$ cat src/logic/pmc_map.svh
// register map, field positions, reset values and timing counts of the power-mode controller
`ifndef PMC_MAP_SVH
`define PMC_MAP_SVH
`define PMC_A_CTRL 8'h00
`define PMC_A_STAT 8'h04
`define PMC_A_ISR 8'h08
`define PMC_A_IMR 8'h0c
`define PMC_A_WLD 8'h10
`define PMC_A_WKICK 8'h14
`define PMC_A_WCFG 8'h18
`define PMC_CTRL_HFX 2
`define PMC_CTRL_LFX 3
`define PMC_CTRL_WEN 4
`define PMC_STAT_CAUSE 4
`define PMC_ISR_WDT 0
`define PMC_ISR_BAT 1
`define PMC_ISR_RTC 2
`define PMC_ISR_SEN 3
`define PMC_ISR_PIN 4
`define PMC_ISR_W 5
`define PMC_WLD_RST 32'h0000ffff
`define PMC_CLK_NS 40
`define PMC_WDT_NS 667
`define PMC_HOLD_CYC 4'h8
`define PMC_BOD_DUTY 4'hf
`define PMC_RESP_OK 2'h0
`define PMC_RESP_ERR 2'h2
`endif

$ cat src/logic/pmc_pkg.sv
// types of the power-mode controller
package pmc_pkg;
	typedef enum logic [2:0] {PM_ACTIVE, PM_IDLE, PM_STANDBY, PM_SHUTDOWN, PM_HELD} pmc_mode_t;
	typedef enum logic [1:0] {RC_POR, RC_PIN, RC_WAKE, RC_WDT} pmc_cause_t;
	typedef struct packed {
		logic cpu_clk;
		logic flash_on;
		logic sram_on;
		logic sram_ret;
		logic reg_ret_full;
		logic reg_ret_part;
		logic radio_avail;
		logic periph_clk;
		logic hf_clk_en;
		logic hf_src_xtal;
		logic mf_clk_en;
		logic lf_clk_en;
		logic lf_src_xtal;
		logic sensor_ctl_on;
		logic aon_on;
		logic supply_duty;
		logic bod_en;
		logic por_mon;
	} pmc_pwr_t;
	typedef struct packed {
		logic rtc;
		logic sensor;
		logic batmon;
		logic cpu_irq;
	} pmc_evt_t;
endpackage : pmc_pkg

$ cat src/logic/pmc_top.sv
// power-mode controller with AXI4-Lite registers, watchdog and wake logic
// Notes on behaviour
// - active: cpu runs, memories, radio, peripherals on
// - idle: cpu unclocked, memory on, any interrupt wakes
// - standby: only always-on; pin, rtc, sensor wake
// - standby wake resumes cpu without reset
// - io pins latched during standby
// - shutdown: all off, io latched, flash off
// - shutdown wake pin change triggers reset
// - reset cause readable: pin, wake, power-on
// - watchdog ticks 1.5 MHz, enable is sticky
// - watchdog pauses standby/debug, off shutdown/held
// - missed service: interrupt first, then reset
// - fast clock only in active and idle
// - medium clock also available in standby
// - slow clock runs through standby
// - retention: full active/idle, partial standby
// - reset pin always; rtc wake not shutdown
// - battery/temp events interrupt and wake standby
`timescale 1ns/1ns
`default_nettype none
`include "pmc_map.svh"
module pmc_top #(
	parameter int IO_W = 8
) (
	input  wire logic              aclk,
	input  wire logic              aresetn,
	input  wire logic [7:0]        awaddr,
	input  wire logic              awvalid,
	output var  logic              awready,
	input  wire logic [31:0]       wdata,
	input  wire logic [3:0]        wstrb,
	input  wire logic              wvalid,
	output var  logic              wready,
	output var  logic [1:0]        bresp,
	output var  logic              bvalid,
	input  wire logic              bready,
	input  wire logic [7:0]        araddr,
	input  wire logic              arvalid,
	output var  logic              arready,
	output var  logic [31:0]       rdata,
	output var  logic [1:0]        rresp,
	output var  logic              rvalid,
	input  wire logic              rready,
	input  wire pmc_pkg::pmc_evt_t evt,
	input  wire logic              rst_pin_n,
	input  wire logic [IO_W-1:0]   wake_pin,
	input  wire logic              debug_halt,
	input  wire logic [IO_W-1:0]   gpio_out,
	output var  logic [IO_W-1:0]   pad_out,
	output var  logic              io_hold,
	output var  pmc_pkg::pmc_pwr_t pwr,
	output var  pmc_pkg::pmc_mode_t mode,
	output var  logic              core_rst,
	output var  logic              irq
);
	import pmc_pkg::*;

	localparam int WDIV = (`PMC_WDT_NS + `PMC_CLK_NS - 1) / `PMC_CLK_NS;

	function automatic logic [31:0] wmerge(input logic [31:0] o, input logic [31:0] n, input logic [3:0] s);
		logic [31:0] r;
		r = o;
		for (int i = 0; i < 4; i++)
			if (s[i])
				r[i*8 +: 8] = n[i*8 +: 8];
		return r;
	endfunction : wmerge

	pmc_mode_t         mode_ff, nxt_mode;
	pmc_cause_t        cause_ff;
	pmc_pwr_t          pwr_ff;
	logic              rp1_ff, rp2_ff, dh1_ff, dh2_ff;
	logic [IO_W-1:0]   wk1_ff, wk2_ff, ref_ff, wcfg_ff, pad_ff;
	logic              hold_ff, rst_ff, irq_ff;
	logic [3:0]        hcnt_ff, bd_ff;
	logic [4:0]        div_ff;
	logic              hfx_ff, lfx_ff, wen_ff;
	logic [31:0]       wld_ff, wcnt_ff;
	logic [`PMC_ISR_W-1:0] isr_ff, imr_ff, isr_set;
	logic              awr_ff, wr_ff, bv_ff, arr_ff, rv_ff, haw_ff, hw_ff;
	logic [1:0]        br_ff, rr_ff;
	logic [7:0]        aa_ff;
	logic [31:0]       wd_ff, rd_ff;
	logic [3:0]        ws_ff;
	logic              nxt_haw, nxt_hw, nxt_bv, nxt_rv;
	logic              wr_do, req_v, pin_chg, sb_wake, idle_wake, sd_wake;
	logic              tick, wrun, bark, bite, kick, hit;
	pmc_mode_t         req_m;

	// two-stage synchronisers for pin and debug inputs
	always_ff @(posedge aclk)
	begin
		if (!aresetn)
		begin
			rp1_ff <= 1'b1;
			rp2_ff <= 1'b1;
			dh1_ff <= 1'b0;
			dh2_ff <= 1'b0;
			wk1_ff <= '0;
			wk2_ff <= '0;
		end
		else
		begin
			rp1_ff <= rst_pin_n;
			rp2_ff <= rp1_ff;
			dh1_ff <= debug_halt;
			dh2_ff <= dh1_ff;
			wk1_ff <= wake_pin;
			wk2_ff <= wk1_ff;
		end
	end

	// bus write path: address and data taken in either order
	assign wr_do = haw_ff && hw_ff && !bv_ff;
	always_comb
	begin
		nxt_haw = (haw_ff || (awvalid && awr_ff)) && !wr_do;
		nxt_hw = (hw_ff || (wvalid && wr_ff)) && !wr_do;
		nxt_bv = wr_do || (bv_ff && !bready);
		nxt_rv = (arvalid && arr_ff) || (rv_ff && !rready);
	end

	always_ff @(posedge aclk)
	begin
		if (!aresetn)
		begin
			{haw_ff, hw_ff, bv_ff, rv_ff} <= 4'h0;
			{awr_ff, wr_ff, arr_ff} <= 3'h0;
			br_ff <= `PMC_RESP_OK;
			aa_ff <= 8'h00;
			wd_ff <= 32'h0;
			ws_ff <= 4'h0;
		end
		else
		begin
			haw_ff <= nxt_haw;
			hw_ff <= nxt_hw;
			bv_ff <= nxt_bv;
			rv_ff <= nxt_rv;
			awr_ff <= !nxt_haw && !nxt_bv && !wr_do;
			wr_ff <= !nxt_hw && !nxt_bv && !wr_do;
			arr_ff <= !nxt_rv;
			if (awvalid && awr_ff)
				aa_ff <= awaddr;
			if (wvalid && wr_ff)
			begin
				wd_ff <= wdata;
				ws_ff <= wstrb;
			end
			if (wr_do)
				br_ff <= hit ? `PMC_RESP_OK : `PMC_RESP_ERR;
		end
	end

	always_comb
	begin
		unique case (aa_ff & 8'hfc)
			`PMC_A_CTRL, `PMC_A_ISR, `PMC_A_IMR, `PMC_A_WLD, `PMC_A_WKICK, `PMC_A_WCFG: hit = 1'b1;
			default: hit = 1'b0;
		endcase
	end

	// read path, one cycle after the address is taken
	always_ff @(posedge aclk)
	begin
		if (!aresetn)
		begin
			rd_ff <= 32'h0;
			rr_ff <= `PMC_RESP_OK;
		end
		else if (arvalid && arr_ff)
		begin
			rr_ff <= `PMC_RESP_OK;
			unique case (araddr & 8'hfc)
				`PMC_A_CTRL: rd_ff <= 32'({wen_ff, lfx_ff, hfx_ff, 2'h0});
				`PMC_A_STAT: rd_ff <= 32'({cause_ff, 1'b0, mode_ff});
				`PMC_A_ISR: rd_ff <= 32'(isr_ff);
				`PMC_A_IMR: rd_ff <= 32'(imr_ff);
				`PMC_A_WLD: rd_ff <= wld_ff;
				`PMC_A_WKICK: rd_ff <= wcnt_ff;
				`PMC_A_WCFG: rd_ff <= 32'(wcfg_ff);
				default:
				begin
					rd_ff <= 32'h0;
					rr_ff <= `PMC_RESP_ERR;
				end
			endcase
		end
	end

	// software mode request, honoured only while the cpu runs
	always_comb
	begin
		unique case (wd_ff[1:0])
			2'h1: req_m = PM_IDLE;
			2'h2: req_m = PM_STANDBY;
			2'h3: req_m = PM_SHUTDOWN;
			default: req_m = PM_ACTIVE;
		endcase
	end
	assign req_v = wr_do && aa_ff == `PMC_A_CTRL && ws_ff[0] && wd_ff[1:0] != 2'h0 && mode_ff == PM_ACTIVE;

	assign pin_chg = |((wk2_ff ^ ref_ff) & wcfg_ff);
	assign sb_wake = evt.rtc || evt.sensor || evt.batmon || pin_chg;
	assign idle_wake = evt.cpu_irq || irq_ff;
	assign sd_wake = mode_ff == PM_SHUTDOWN && pin_chg;

	always_comb
	begin
		nxt_mode = mode_ff;
		unique case (mode_ff)
			PM_ACTIVE: if (req_v) nxt_mode = req_m;
			PM_IDLE: if (idle_wake) nxt_mode = PM_ACTIVE;
			PM_STANDBY: if (sb_wake) nxt_mode = PM_ACTIVE;
			PM_SHUTDOWN: nxt_mode = PM_SHUTDOWN;
			PM_HELD: if (rp2_ff && hcnt_ff == 4'h0) nxt_mode = PM_ACTIVE;
		endcase
		if (!rp2_ff || bite || sd_wake)
			nxt_mode = PM_HELD;
	end

	always_ff @(posedge aclk)
	begin
		if (!aresetn)
		begin
			mode_ff <= PM_ACTIVE;
			cause_ff <= RC_POR;
			hcnt_ff <= 4'h0;
			rst_ff <= 1'b0;
		end
		else
		begin
			mode_ff <= nxt_mode;
			rst_ff <= nxt_mode == PM_HELD;
			if (nxt_mode == PM_HELD && mode_ff != PM_HELD)
				hcnt_ff <= `PMC_HOLD_CYC;
			else if (hcnt_ff != 4'h0)
				hcnt_ff <= hcnt_ff - 4'h1;
			// the pin outranks a cause recorded earlier in the same hold
			if (!rp2_ff)
				cause_ff <= RC_PIN;
			else if (nxt_mode == PM_HELD && mode_ff != PM_HELD)
				cause_ff <= bite ? RC_WDT : RC_WAKE;
		end
	end

	// io latch: pads freeze at entry to standby or shutdown
	always_ff @(posedge aclk)
	begin
		if (!aresetn)
		begin
			pad_ff <= '0;
			hold_ff <= 1'b0;
			ref_ff <= '0;
		end
		else
		begin
			hold_ff <= nxt_mode == PM_STANDBY || nxt_mode == PM_SHUTDOWN;
			if (nxt_mode != PM_STANDBY && nxt_mode != PM_SHUTDOWN)
				pad_ff <= gpio_out;
			if (mode_ff != PM_STANDBY && mode_ff != PM_SHUTDOWN)
				ref_ff <= wk2_ff;
		end
	end

	// dividers: watchdog tick and brownout duty cycle
	assign tick = div_ff == 5'(WDIV - 1);
	always_ff @(posedge aclk)
	begin
		if (!aresetn)
		begin
			div_ff <= 5'h0;
			bd_ff <= 4'h0;
		end
		else
		begin
			div_ff <= tick ? 5'h0 : div_ff + 5'h1;
			bd_ff <= bd_ff == `PMC_BOD_DUTY ? 4'h0 : bd_ff + 4'h1;
		end
	end

	// watchdog: first expiry barks, second unserviced expiry bites
	assign wrun = wen_ff && (mode_ff == PM_ACTIVE || mode_ff == PM_IDLE) && !dh2_ff;
	assign kick = wr_do && aa_ff == `PMC_A_WKICK && (mode_ff == PM_ACTIVE || mode_ff == PM_IDLE);
	assign bark = wrun && tick && wcnt_ff == 32'h0 && !isr_ff[`PMC_ISR_WDT];
	assign bite = wrun && tick && wcnt_ff == 32'h0 && isr_ff[`PMC_ISR_WDT];
	always_ff @(posedge aclk)
	begin
		if (!aresetn || mode_ff == PM_HELD || mode_ff == PM_SHUTDOWN)
		begin
			wen_ff <= 1'b0;
			wcnt_ff <= `PMC_WLD_RST;
			wld_ff <= `PMC_WLD_RST;
		end
		else
		begin
			if (wr_do && aa_ff == `PMC_A_CTRL && ws_ff[0] && wd_ff[`PMC_CTRL_WEN])
				wen_ff <= 1'b1;
			if (wr_do && aa_ff == `PMC_A_WLD)
				wld_ff <= wmerge(wld_ff, wd_ff, ws_ff);
			if (kick)
				wcnt_ff <= wld_ff;
			else if (wrun && tick)
				wcnt_ff <= wcnt_ff == 32'h0 ? wld_ff : wcnt_ff - 32'h1;
		end
	end

	// control, wake config, sticky status and mask
	assign isr_set = {mode_ff == PM_STANDBY && pin_chg, evt.sensor, evt.rtc && mode_ff != PM_SHUTDOWN,
		evt.batmon && mode_ff != PM_SHUTDOWN, bark};
	always_ff @(posedge aclk)
	begin
		if (!aresetn)
			wcfg_ff <= '0;
		else if (wr_do && aa_ff == `PMC_A_WCFG)
			wcfg_ff <= IO_W'(wmerge(32'(wcfg_ff), wd_ff, ws_ff));
	end

	always_ff @(posedge aclk)
	begin
		if (!aresetn || mode_ff == PM_HELD)
		begin
			isr_ff <= '0;
			imr_ff <= '0;
			hfx_ff <= 1'b0;
			lfx_ff <= 1'b0;
			irq_ff <= 1'b0;
		end
		else
		begin
			if (wr_do && aa_ff == `PMC_A_ISR && ws_ff[0])
				isr_ff <= (isr_ff & ~wd_ff[`PMC_ISR_W-1:0]) | isr_set;
			else
				isr_ff <= isr_ff | isr_set;
			if (wr_do && aa_ff == `PMC_A_IMR && ws_ff[0])
				imr_ff <= wd_ff[`PMC_ISR_W-1:0];
			if (wr_do && aa_ff == `PMC_A_CTRL && ws_ff[0])
			begin
				hfx_ff <= wd_ff[`PMC_CTRL_HFX];
				lfx_ff <= wd_ff[`PMC_CTRL_LFX];
			end
			irq_ff <= |(isr_ff & imr_ff);
		end
	end

	// per-mode power, clock and retention enables
	always_ff @(posedge aclk)
	begin
		if (!aresetn)
			pwr_ff <= '0;
		else
		begin
			pwr_ff <= '0;
			pwr_ff.hf_src_xtal <= hfx_ff;
			pwr_ff.lf_src_xtal <= lfx_ff;
			unique case (nxt_mode)
				PM_ACTIVE, PM_IDLE:
				begin
					pwr_ff.cpu_clk <= nxt_mode == PM_ACTIVE;
					pwr_ff.flash_on <= 1'b1;
					pwr_ff.sram_on <= 1'b1;
					pwr_ff.sram_ret <= 1'b1;
					pwr_ff.reg_ret_full <= 1'b1;
					pwr_ff.radio_avail <= 1'b1;
					pwr_ff.periph_clk <= 1'b1;
					pwr_ff.hf_clk_en <= 1'b1;
					pwr_ff.mf_clk_en <= 1'b1;
					pwr_ff.lf_clk_en <= 1'b1;
					pwr_ff.sensor_ctl_on <= 1'b1;
					pwr_ff.aon_on <= 1'b1;
					pwr_ff.bod_en <= 1'b1;
					pwr_ff.por_mon <= 1'b1;
				end
				PM_STANDBY:
				begin
					pwr_ff.sram_ret <= 1'b1;
					pwr_ff.reg_ret_part <= 1'b1;
					pwr_ff.mf_clk_en <= 1'b1;
					pwr_ff.lf_clk_en <= 1'b1;
					pwr_ff.sensor_ctl_on <= 1'b1;
					pwr_ff.aon_on <= 1'b1;
					pwr_ff.supply_duty <= 1'b1;
					pwr_ff.bod_en <= bd_ff == 4'h0;
					pwr_ff.por_mon <= 1'b1;
				end
				PM_SHUTDOWN, PM_HELD: pwr_ff.flash_on <= 1'b0;
			endcase
		end
	end

	assign awready = awr_ff;
	assign wready = wr_ff;
	assign bvalid = bv_ff;
	assign bresp = br_ff;
	assign arready = arr_ff;
	assign rvalid = rv_ff;
	assign rdata = rd_ff;
	assign rresp = rr_ff;
	assign pad_out = pad_ff;
	assign io_hold = hold_ff;
	assign pwr = pwr_ff;
	assign mode = mode_ff;
	assign core_rst = rst_ff;
	assign irq = irq_ff;
endmodule : pmc_top
`default_nettype wire
$ cat config.mk
export PLATFORM = sky130hd
export DESIGN_NAME = pmc_top
export DESIGN_NICKNAME = d
export VERILOG_FILES = /design/src/logic/pmc_pkg.sv /design/src/logic/pmc_top.sv
export VERILOG_INCLUDE_DIRS = /design/src /design/src/logic
export SDC_FILE = /design/constraint.sdc
export NUM_CORES = 1
export LEC_CHECK = 0
export BUFFER_PORTS_ARGS = -buffer_cell sky130_fd_sc_hd__buf_4
export CAP_MARGIN = 0
export CORE_ASPECT_RATIO = 0.9
export CORE_UTILIZATION = 50
export DETAILED_ROUTE_END_ITERATION = 16
export PLACE_DENSITY = 0.77
export SYNTH_ARGS = -nofsm -noshare
export SYNTH_HDL_FRONTEND = slang
export SYNTH_SLANG_ARGS = --single-unit
$ cat constraint.sdc
create_clock -name aclk -period 5.1 [get_ports aclk]
set_input_delay 0 -clock aclk [delete_from_list [all_inputs] [get_ports aclk]]
set_output_delay 0 -clock aclk [all_outputs]
set_load 0.1 [all_outputs]
==> summary.md, run 1 <==
| Metric | Value |
|---|---|
| Detailed-router iteration count before antenna repair | 5 |
| Largest delay contributor family on the critical path | compound AO/OA/AOI/OAI gates |
| Detailed-placement wirelength estimate | 17610 um |
| Maximum fanout along the worst path | 35 |
| Highest ir drop seen on vdd | 0.2415 mV |
| Cell depth of the worst hold path | 4 |
| Critical path data arrival time | 4.00 ns |
| Relative area change from synthesis to final layout | 27.99% |
| Sum Neg Setup Slack | 0 ns |
| Clock buffer count from CTS | 24 |
| Transition time of the tightest slew-check pin | 1.195 ns |
| Run status | finished clean |
| Cells after Synth | between 1000 and 1500 |
| Number of library cell types mapped by synthesis | 66 |
| Total buffers and inverters traversed by the critical path | 1 |
| Relative slew slack | 0.2033 |
| Clock group share of total power | 0.422 |
| Setup bufs post-CTS | 0 |
| Clock latency at the later pin of the worst-skew pair | 0.52 ns |
| Number of nets at the end of the flow | 1471 |
| Class of the most critical hold timing path | primary input to flop |
| Residual DRC count | 0 |
| Largest net degree at the start of global routing | 63 |
| Core area | 0.01934 sq mm |
| Setup repair after global routing missed its margin | false |
| Average size of a mapped cell | 8.225 sq um |
| Die ar. | 0.02049 sq mm |
| Synth Cell Area | 0.009961 sq mm |
| Post-layout minimum cycle time | ~3.6 ns |
| All-layer global routing usage | 0.2626 |
| Pwr Density | 362.0 mW/mm^2 |
| Ordered list of cells on the worst path | nor4_1 -> nand4_1 -> a2bb2o_1 -> buf_4 -> a21o_1 -> a21oi_1 -> a211oi_1 |
| Part of the power in combinational logic | 0.151 |
| Clock Sinks | around 240 |
| Origin of the worst min-delay path | araddr[2] |
| Number of violations of the max-capacitance limit | 0 |
| Seq/Total Area, Yosys | 0.4723 |
| Tcrit/Tclk final | 0.7009 |
| Final setup violation count | 0 |
| Die H | 135.9 um |
| Post-cts sizing count | 0 |
| Final global-route overflow total | 0 |
| Critical Path Start Type | flop |
| Most common library cell in the layout ignoring fill and taps | dfxtp_1 |
| Final antenna-violating net count | 0 |
| Type of destination of the critical path | flop |
| Clock transition at the registers of the reported paths | 0.06 ns |
| Vias per Instance | 5.694 |
| Starting density of the core | 0.5151 |
| Number of global-route vias before repair | 8302 |
| Clock tree root driver cell | clkbuf_16 |
| Placement Rows | 48 |
| Hold violation count in the final report | 0 |
| Count of input and output buffers | 149 |
| Initial detailed-routing violation count | 882 |
| Switching part of the total | 0.2744 |
| EDFF count, synth | 0 |
| Async SR Flop Fraction | 0 |
| Fmax | about 280 MHz |
| Worst clock skew on the final layout | 0.007667 ns |
| RR Endpoint | wcnt_ff[30]$_SDFFE_PP0P_ |
| Reg2Reg Launch Point | wcnt_ff[13]$_SDFFE_PP1P_ |
| Most used flip-flop cell after synthesis | dfxtp_1 |
| Fin area | around 0.013 sq mm |
| Total via count after detailed routing | between 9000 and 10000 |
| Fraction of layout cells with a size suffix above 1 | 0.1630 |
| Number of ports placed on the die boundary | 154 |
| Diode insertion count for antenna repair | 0 |
| Sequential group share of total power | 0.427 |
| Final weighted congestion in routability-driven placement | 0.9351 |
| Synth Register Bits | between 200 and 250 |
| Critical path's slowest cell | a2bb2o_1 |
| Number of antenna violations at the first check in global routing | 0 |
| Endpoint required time on the critical path | 5.53 ns |
| Count of fill cells added during filler insertion | approximately 1600 |
| Crit Path Category | flop to flop |
| Internal power | 3.348 mW |
| Number of H-tree levels | 1 |
| Reg2Reg Depth | 7 |
| End point of the worst hold path | rdata[5]$_SDFFE_PN0P_ |
| Largest stage delay, worst path | 1.10 ns |
| Number of synthesis warnings | 0 |
| Longest Clk Path Bufs | 3 |
| Final Slew Violations | 0 |
| DRT Wirelength | 27170 um |
| Area after DPL | 0.01106 sq mm |
| Leakage power | 4.987 nW |
| Switching component of the power | between 1 and 1.5 mW |
| Width of the die | 150.8 um |
| Clock tree from TritonCTS | yes |
| Wire length of the first global-routing pass | around 43000 um |
| WL per Instance | between 15 and 20 um |
| Most frequent cells in the layout | 235 x dfxtp_1, 216 x nand2_1, 160 x buf_4, 137 x a21oi_1, 81 x nor2_1 |
| Slack of the worst reg-to-reg path | 1.53 ns |
## worst min-delay path: cells and delay by family
| family | cells | cell delay, ns |
|---|---|---|
| AOI/OAI and AO/OA | 2 | 0.24 |
| and+or+nand+nor | 1 | 0.11 |
| buffers and inverters | 1 | 0.12 |
## flip-flops by register name, indices dropped and copies added (netlist names), 32 cells and up
name and cells:
wd_ff 32, rdata 32, wcnt_ff 32, wld_ff 32
## area by class of cell
cell class / count / area (sq um) / area share
sequential: 235 / 4705 / 0.3690
inverter: 13 / 48.80 / 0.003828
clock buffer: 28 / 645.6 / 0.05064
clock inverter: 15 / 245.2 / 0.01924
timing repair buffer: 240 / 2002 / 0.1570
multi-input combinational: 868 / 4790 / 0.3757
tap: 250 / 312.8 / 0.02454
## worst max path at each step
stage                                         from                        to  slack [ns]  cells past startpoint
after detailed placement  wcnt_ff[13]$_SDFFE_PP1P_  wcnt_ff[29]$_SDFFE_PP0P_        1.65                      7
after global placement    wcnt_ff[13]$_SDFFE_PP1P_  wcnt_ff[29]$_SDFFE_PP0P_        1.84                      7
after CTS                 wcnt_ff[13]$_SDFFE_PP1P_  wcnt_ff[30]$_SDFFE_PP0P_        1.59                      7
final                     wcnt_ff[13]$_SDFFE_PP1P_  wcnt_ff[30]$_SDFFE_PP0P_        1.53                      7
after floorplan                 mode[2]$_SDFF_PN0_  wcnt_ff[18]$_SDFFE_PP0P_        2.35                      8
after global routing      wcnt_ff[13]$_SDFFE_PP1P_  wcnt_ff[30]$_SDFFE_PP0P_        1.30                      7
## repair_timing
action,4_1_cts,5_1_grt
endpoints found under the hold margin,74,0
setup endpoints to repair,0,0
hold buffers,80,0
## cell usage after synthesis, types with 7 or more instances
cell type    n  area (sq um)
a222oi_1     7         70.07
nand4_1     11         68.82
a31oi_1      7         43.79
nor2_1      81         304.0
and2_1      32         200.2
a21oi_1    138         690.7
mux2i_1     13         130.1
a221oi_1    28         245.2
o21ai_0     54         270.3
and3_1      10         62.56
nor4_1      20         125.1
nand2b_1    16         100.1
nor3_1      47         235.2
clkbuf_1    68         255.2
buf_4       13         97.59
inv_1       12         45.04
a211oi_1     7         52.55
nand2_1    216         810.8
nand3_1     69         345.3
ha_1         8         100.1
dfxtp_1    235          4705
xor2_1       9         78.83
a22oi_1     12         90.09
## power by group through the flow
stage                     sequential [mW]  clock [mW]  combinational (mW)
after detailed placement             2.01           0               0.645
after floorplan                      2.20           0               0.303
after CTS                            1.97        1.96               0.694
after global routing                 1.98        2.05               0.742
after global placement               2.01           0               0.637
final                                1.97        1.95               0.697
## logic make-up after synthesis
| kind of cell | count (synthesis) | synth area share |
|---|---|---|
| simple gates | 543 | 0.2618 |
| compound gates | 286 | 0.1770 |
| flops | 235 | 0.4723 |
| buf+inv | 109 | 0.05037 |
| mux | 17 | 0.01758 |
| xor+xnor | 12 | 0.01055 |
| fa+ha+maj | 8 | 0.01005 |
| other cells | 1 | 0.0003765 |
## through the flow
stage	power, mW	setup slack, ns	cells	hold slack [ns]	utilization
global route	4.772	1.297	1649	0.05925	0.6592
finish	4.615	1.526	1649	0.004624	0.6592
detailed placement	2.657	1.652	1526	0.1890	0.5718
global placement	2.646	1.844	1526	0.1880	0.5718
CTS	4.629	1.591	1649	0.00001077	0.6592
floorplan	2.503	2.353	1212	0.1015	-
## layer usage
layer  track usage  share of wire  routed length (um)  vias to the layer above
li1              -              -                   -                     4607
met1        0.3638           0.44               11840                     4324
met2        0.4164           0.45               12180                      408
met3       0.04664          0.091                2467                       51
met4       0.07611          0.025                 672                        0
met5             0              0                   0                        -
Power figures use the tool's default switching activity.
==> inputs of run 2 (changes only) <==
==> constraint.sdc (replaced) <==
create_clock -name aclk -period 3.7 [get_ports aclk]
set_input_delay 0 -clock aclk [delete_from_list [all_inputs] [get_ports aclk]]
set_output_delay 0 -clock aclk [all_outputs]
set_load 0.1 [all_outputs]
==> summary.md, run 2 (synthesized netlist as in run 1, its figures left out) <==
| Metric | Value |
|---|---|
| DRT Wirelength | 27370 um |
| Power Total | 6.395 mW |
| Switching part of the total | 0.2785 |
| Clock Sinks | 235 |
| Final setup violation count | 0 |
| Switching component of the power | 1.781 mW |
| Final global-route overflow total | 0 |
| Number of antenna violations at the first check in global routing | 0 |
| Clock tree from TritonCTS | yes |
| Wire length of the first global-routing pass | around 44000 um |
| Run status | finished clean |
| Detailed-router iteration count before antenna repair | 7 |
| Detailed-placement wirelength estimate | 17900 um |
| Clock latency at the later pin of the worst-skew pair | 0.53 ns |
| Vias per Instance | 5.715 |
| Final antenna-violating net count | 0 |
| Initial detailed-routing violation count | around 850 |
| Clock tree root driver cell | clkbuf_16 |
| Die ar. | slightly above 0.02 sq mm |
| Total buffers and inverters traversed by the critical path | 1 |
| WL per Instance | roughly 17 um |
| Internal power | 4.614 mW |
| Fraction of layout cells with a size suffix above 1 | 0.1662 |
| Final weighted congestion in routability-driven placement | 0.9209 |
| Core area | between 0.015 and 0.02 sq mm |
| Number of nets at the end of the flow | 1479 |
| Sum Neg Setup Slack | 0 ns |
| Most frequent cells in the layout | 235 x dfxtp_1, 216 x nand2_1, 166 x buf_4, 137 x a21oi_1 |
| Placement Rows | 48 |
| Number of violations of the max-capacitance limit | 0 |
| Width of the die | 150.8 um |
| Hold violation count in the final report | 0 |
| Clock buffer count from CTS | 25 |
| Largest delay contributor family on the critical path | simple AND/OR/NAND/NOR gates |
| Starting density of the core | 0.5151 |
| Transition time of the tightest slew-check pin | 1.147 ns |
| Largest net degree at the start of global routing | 63 |
| Critical path's slowest cell | nor4bb_1 |
| Leakage power | 5.027 nW |
| Critical Path Start Type | flop |
| Endpoint required time on the critical path | 4.08 ns |
| Crit Path Category | flop to flop |
| Ordered list of cells on the worst path | inv_1 -> ha_1 -> nor4bb_1 -> nand4_1 -> o41ai_4 -> a31oi_4 -> and3_1 -> mux2i_1 |
| Count of fill cells added during filler insertion | 1599 |
| Relative slew slack | 0.2335 |
| Sequential group share of total power | 0.425 |
| Largest stage delay, worst path | 0.61 ns |
| Longest Clk Path Bufs | 3 |
| Number of H-tree levels | 1 |
| Pwr Density | about 500 mW/mm^2 |
| Highest ir drop seen on vdd | just over 0.3 mV |
| Count of input and output buffers | 149 |
| Post-layout minimum cycle time | 2.808 ns |
| Final Slew Violations | 0 |
| Critical path data arrival time | 3.19 ns |
| Part of the power in combinational logic | 0.151 |
| Tcrit/Tclk final | 0.7588 |
| Maximum fanout along the worst path | 10 |
| Type of destination of the critical path | flop |
| Residual DRC count | 0 |
| Relative area change from synthesis to final layout | 28.68% |
| Total via count after detailed routing | between 9000 and 10000 |
| Number of global-route vias before repair | between 8000 and 9000 |
| Diode insertion count for antenna repair | 0 |
| Fmax | roughly 360 MHz |
| All-layer global routing usage | 0.2673 |
| Post-cts sizing count | 0 |
| Setup bufs post-CTS | 0 |
| Worst clock skew on the final layout | 0.01906 ns |
| Number of ports placed on the die boundary | 154 |
| Number of buffers inserted by hold repair at cts | 81 |
| Clock group share of total power | 0.424 |
| Most common library cell in the layout ignoring fill and taps | dfxtp_1 |
| Clock transition at the registers of the reported paths | about 0.060 ns |
| Class of the most critical hold timing path | primary input to flop |
| Die H | approximately 140 um |
| Setup repair after global routing missed its margin | false |
==> run 2: worst paths after layout <==
path,startpoint,to,slack [ns],cells past startpoint
max,div_ff[0]$_SDFF_PP0_,pad_out[3]$_SDFFE_PN0P_,0.89,8
min,araddr[2],rdata[5]$_SDFFE_PN0P_,0.05,4
max reg2reg,div_ff[0]$_SDFF_PP0_,pad_out[3]$_SDFFE_PN0P_,0.89,8
min reg2reg,rp1_ff$_SDFF_PN1_,rp2_ff$_SDFF_PN1_,0.41,1
==> run 2: metal layers <==
layer  vias up  global-route usage  wire, um
met1      4422              0.3614     12330
met2       387              0.4330     12220
met4         0             0.06667       489
li1       4632                   -         -
met3        35             0.05604      2333
met5         -                   0         0
==> run 2: worst reg2reg max path, cell delays in order (launching register included) <==
cell      delay (ns)
dfxtp_1         0.33
inv_1           0.06
ha_1            0.15
nor4bb_1        0.61
nand4_1         0.29
o41ai_4         0.51
a31oi_4         0.13
and3_1          0.39
mux2i_1         0.19
==> run 2: layout make-up <==
cell class / instances / area [sq um] / share of cell area
tap: 250 / 312.8 / 0.02440
clock inverter: 14 / 226.5 / 0.01767
multi-input combinational: 868 / 4790 / 0.3737
clock buffer: 31 / 678.2 / 0.05291
timing repair buffer: 247 / 2057 / 0.1605
sequential: 235 / 4705 / 0.3670
inverter: 13 / 48.80 / 0.003807
==> run 2: metrics by stage <==
stage	instance area (sq um)	hold slack (ns)	setup WS, ns	utilization	instances
after floorplan	9965	0.1015	0.9532	-	1212
after global placement	11100	0.1894	1.010	0.5741	1532
after detailed placement	11100	0.1933	0.9320	0.5741	1532
after CTS	12820	0.01821	0.9152	0.6628	1658
after global routing	12820	0.1038	0.7384	0.6628	1658
final	12820	0.05335	0.8924	0.6628	1658
==> run 2: power groups by stage <==
stage	clock, mW	sequential [mW]	combinational (mW)
final	2.71	2.72	0.966
after global routing	2.85	2.73	1.03
after floorplan	0	3.03	0.418
after CTS	2.74	2.71	0.963
after detailed placement	0	2.77	0.896
after global placement	0	2.77	0.881
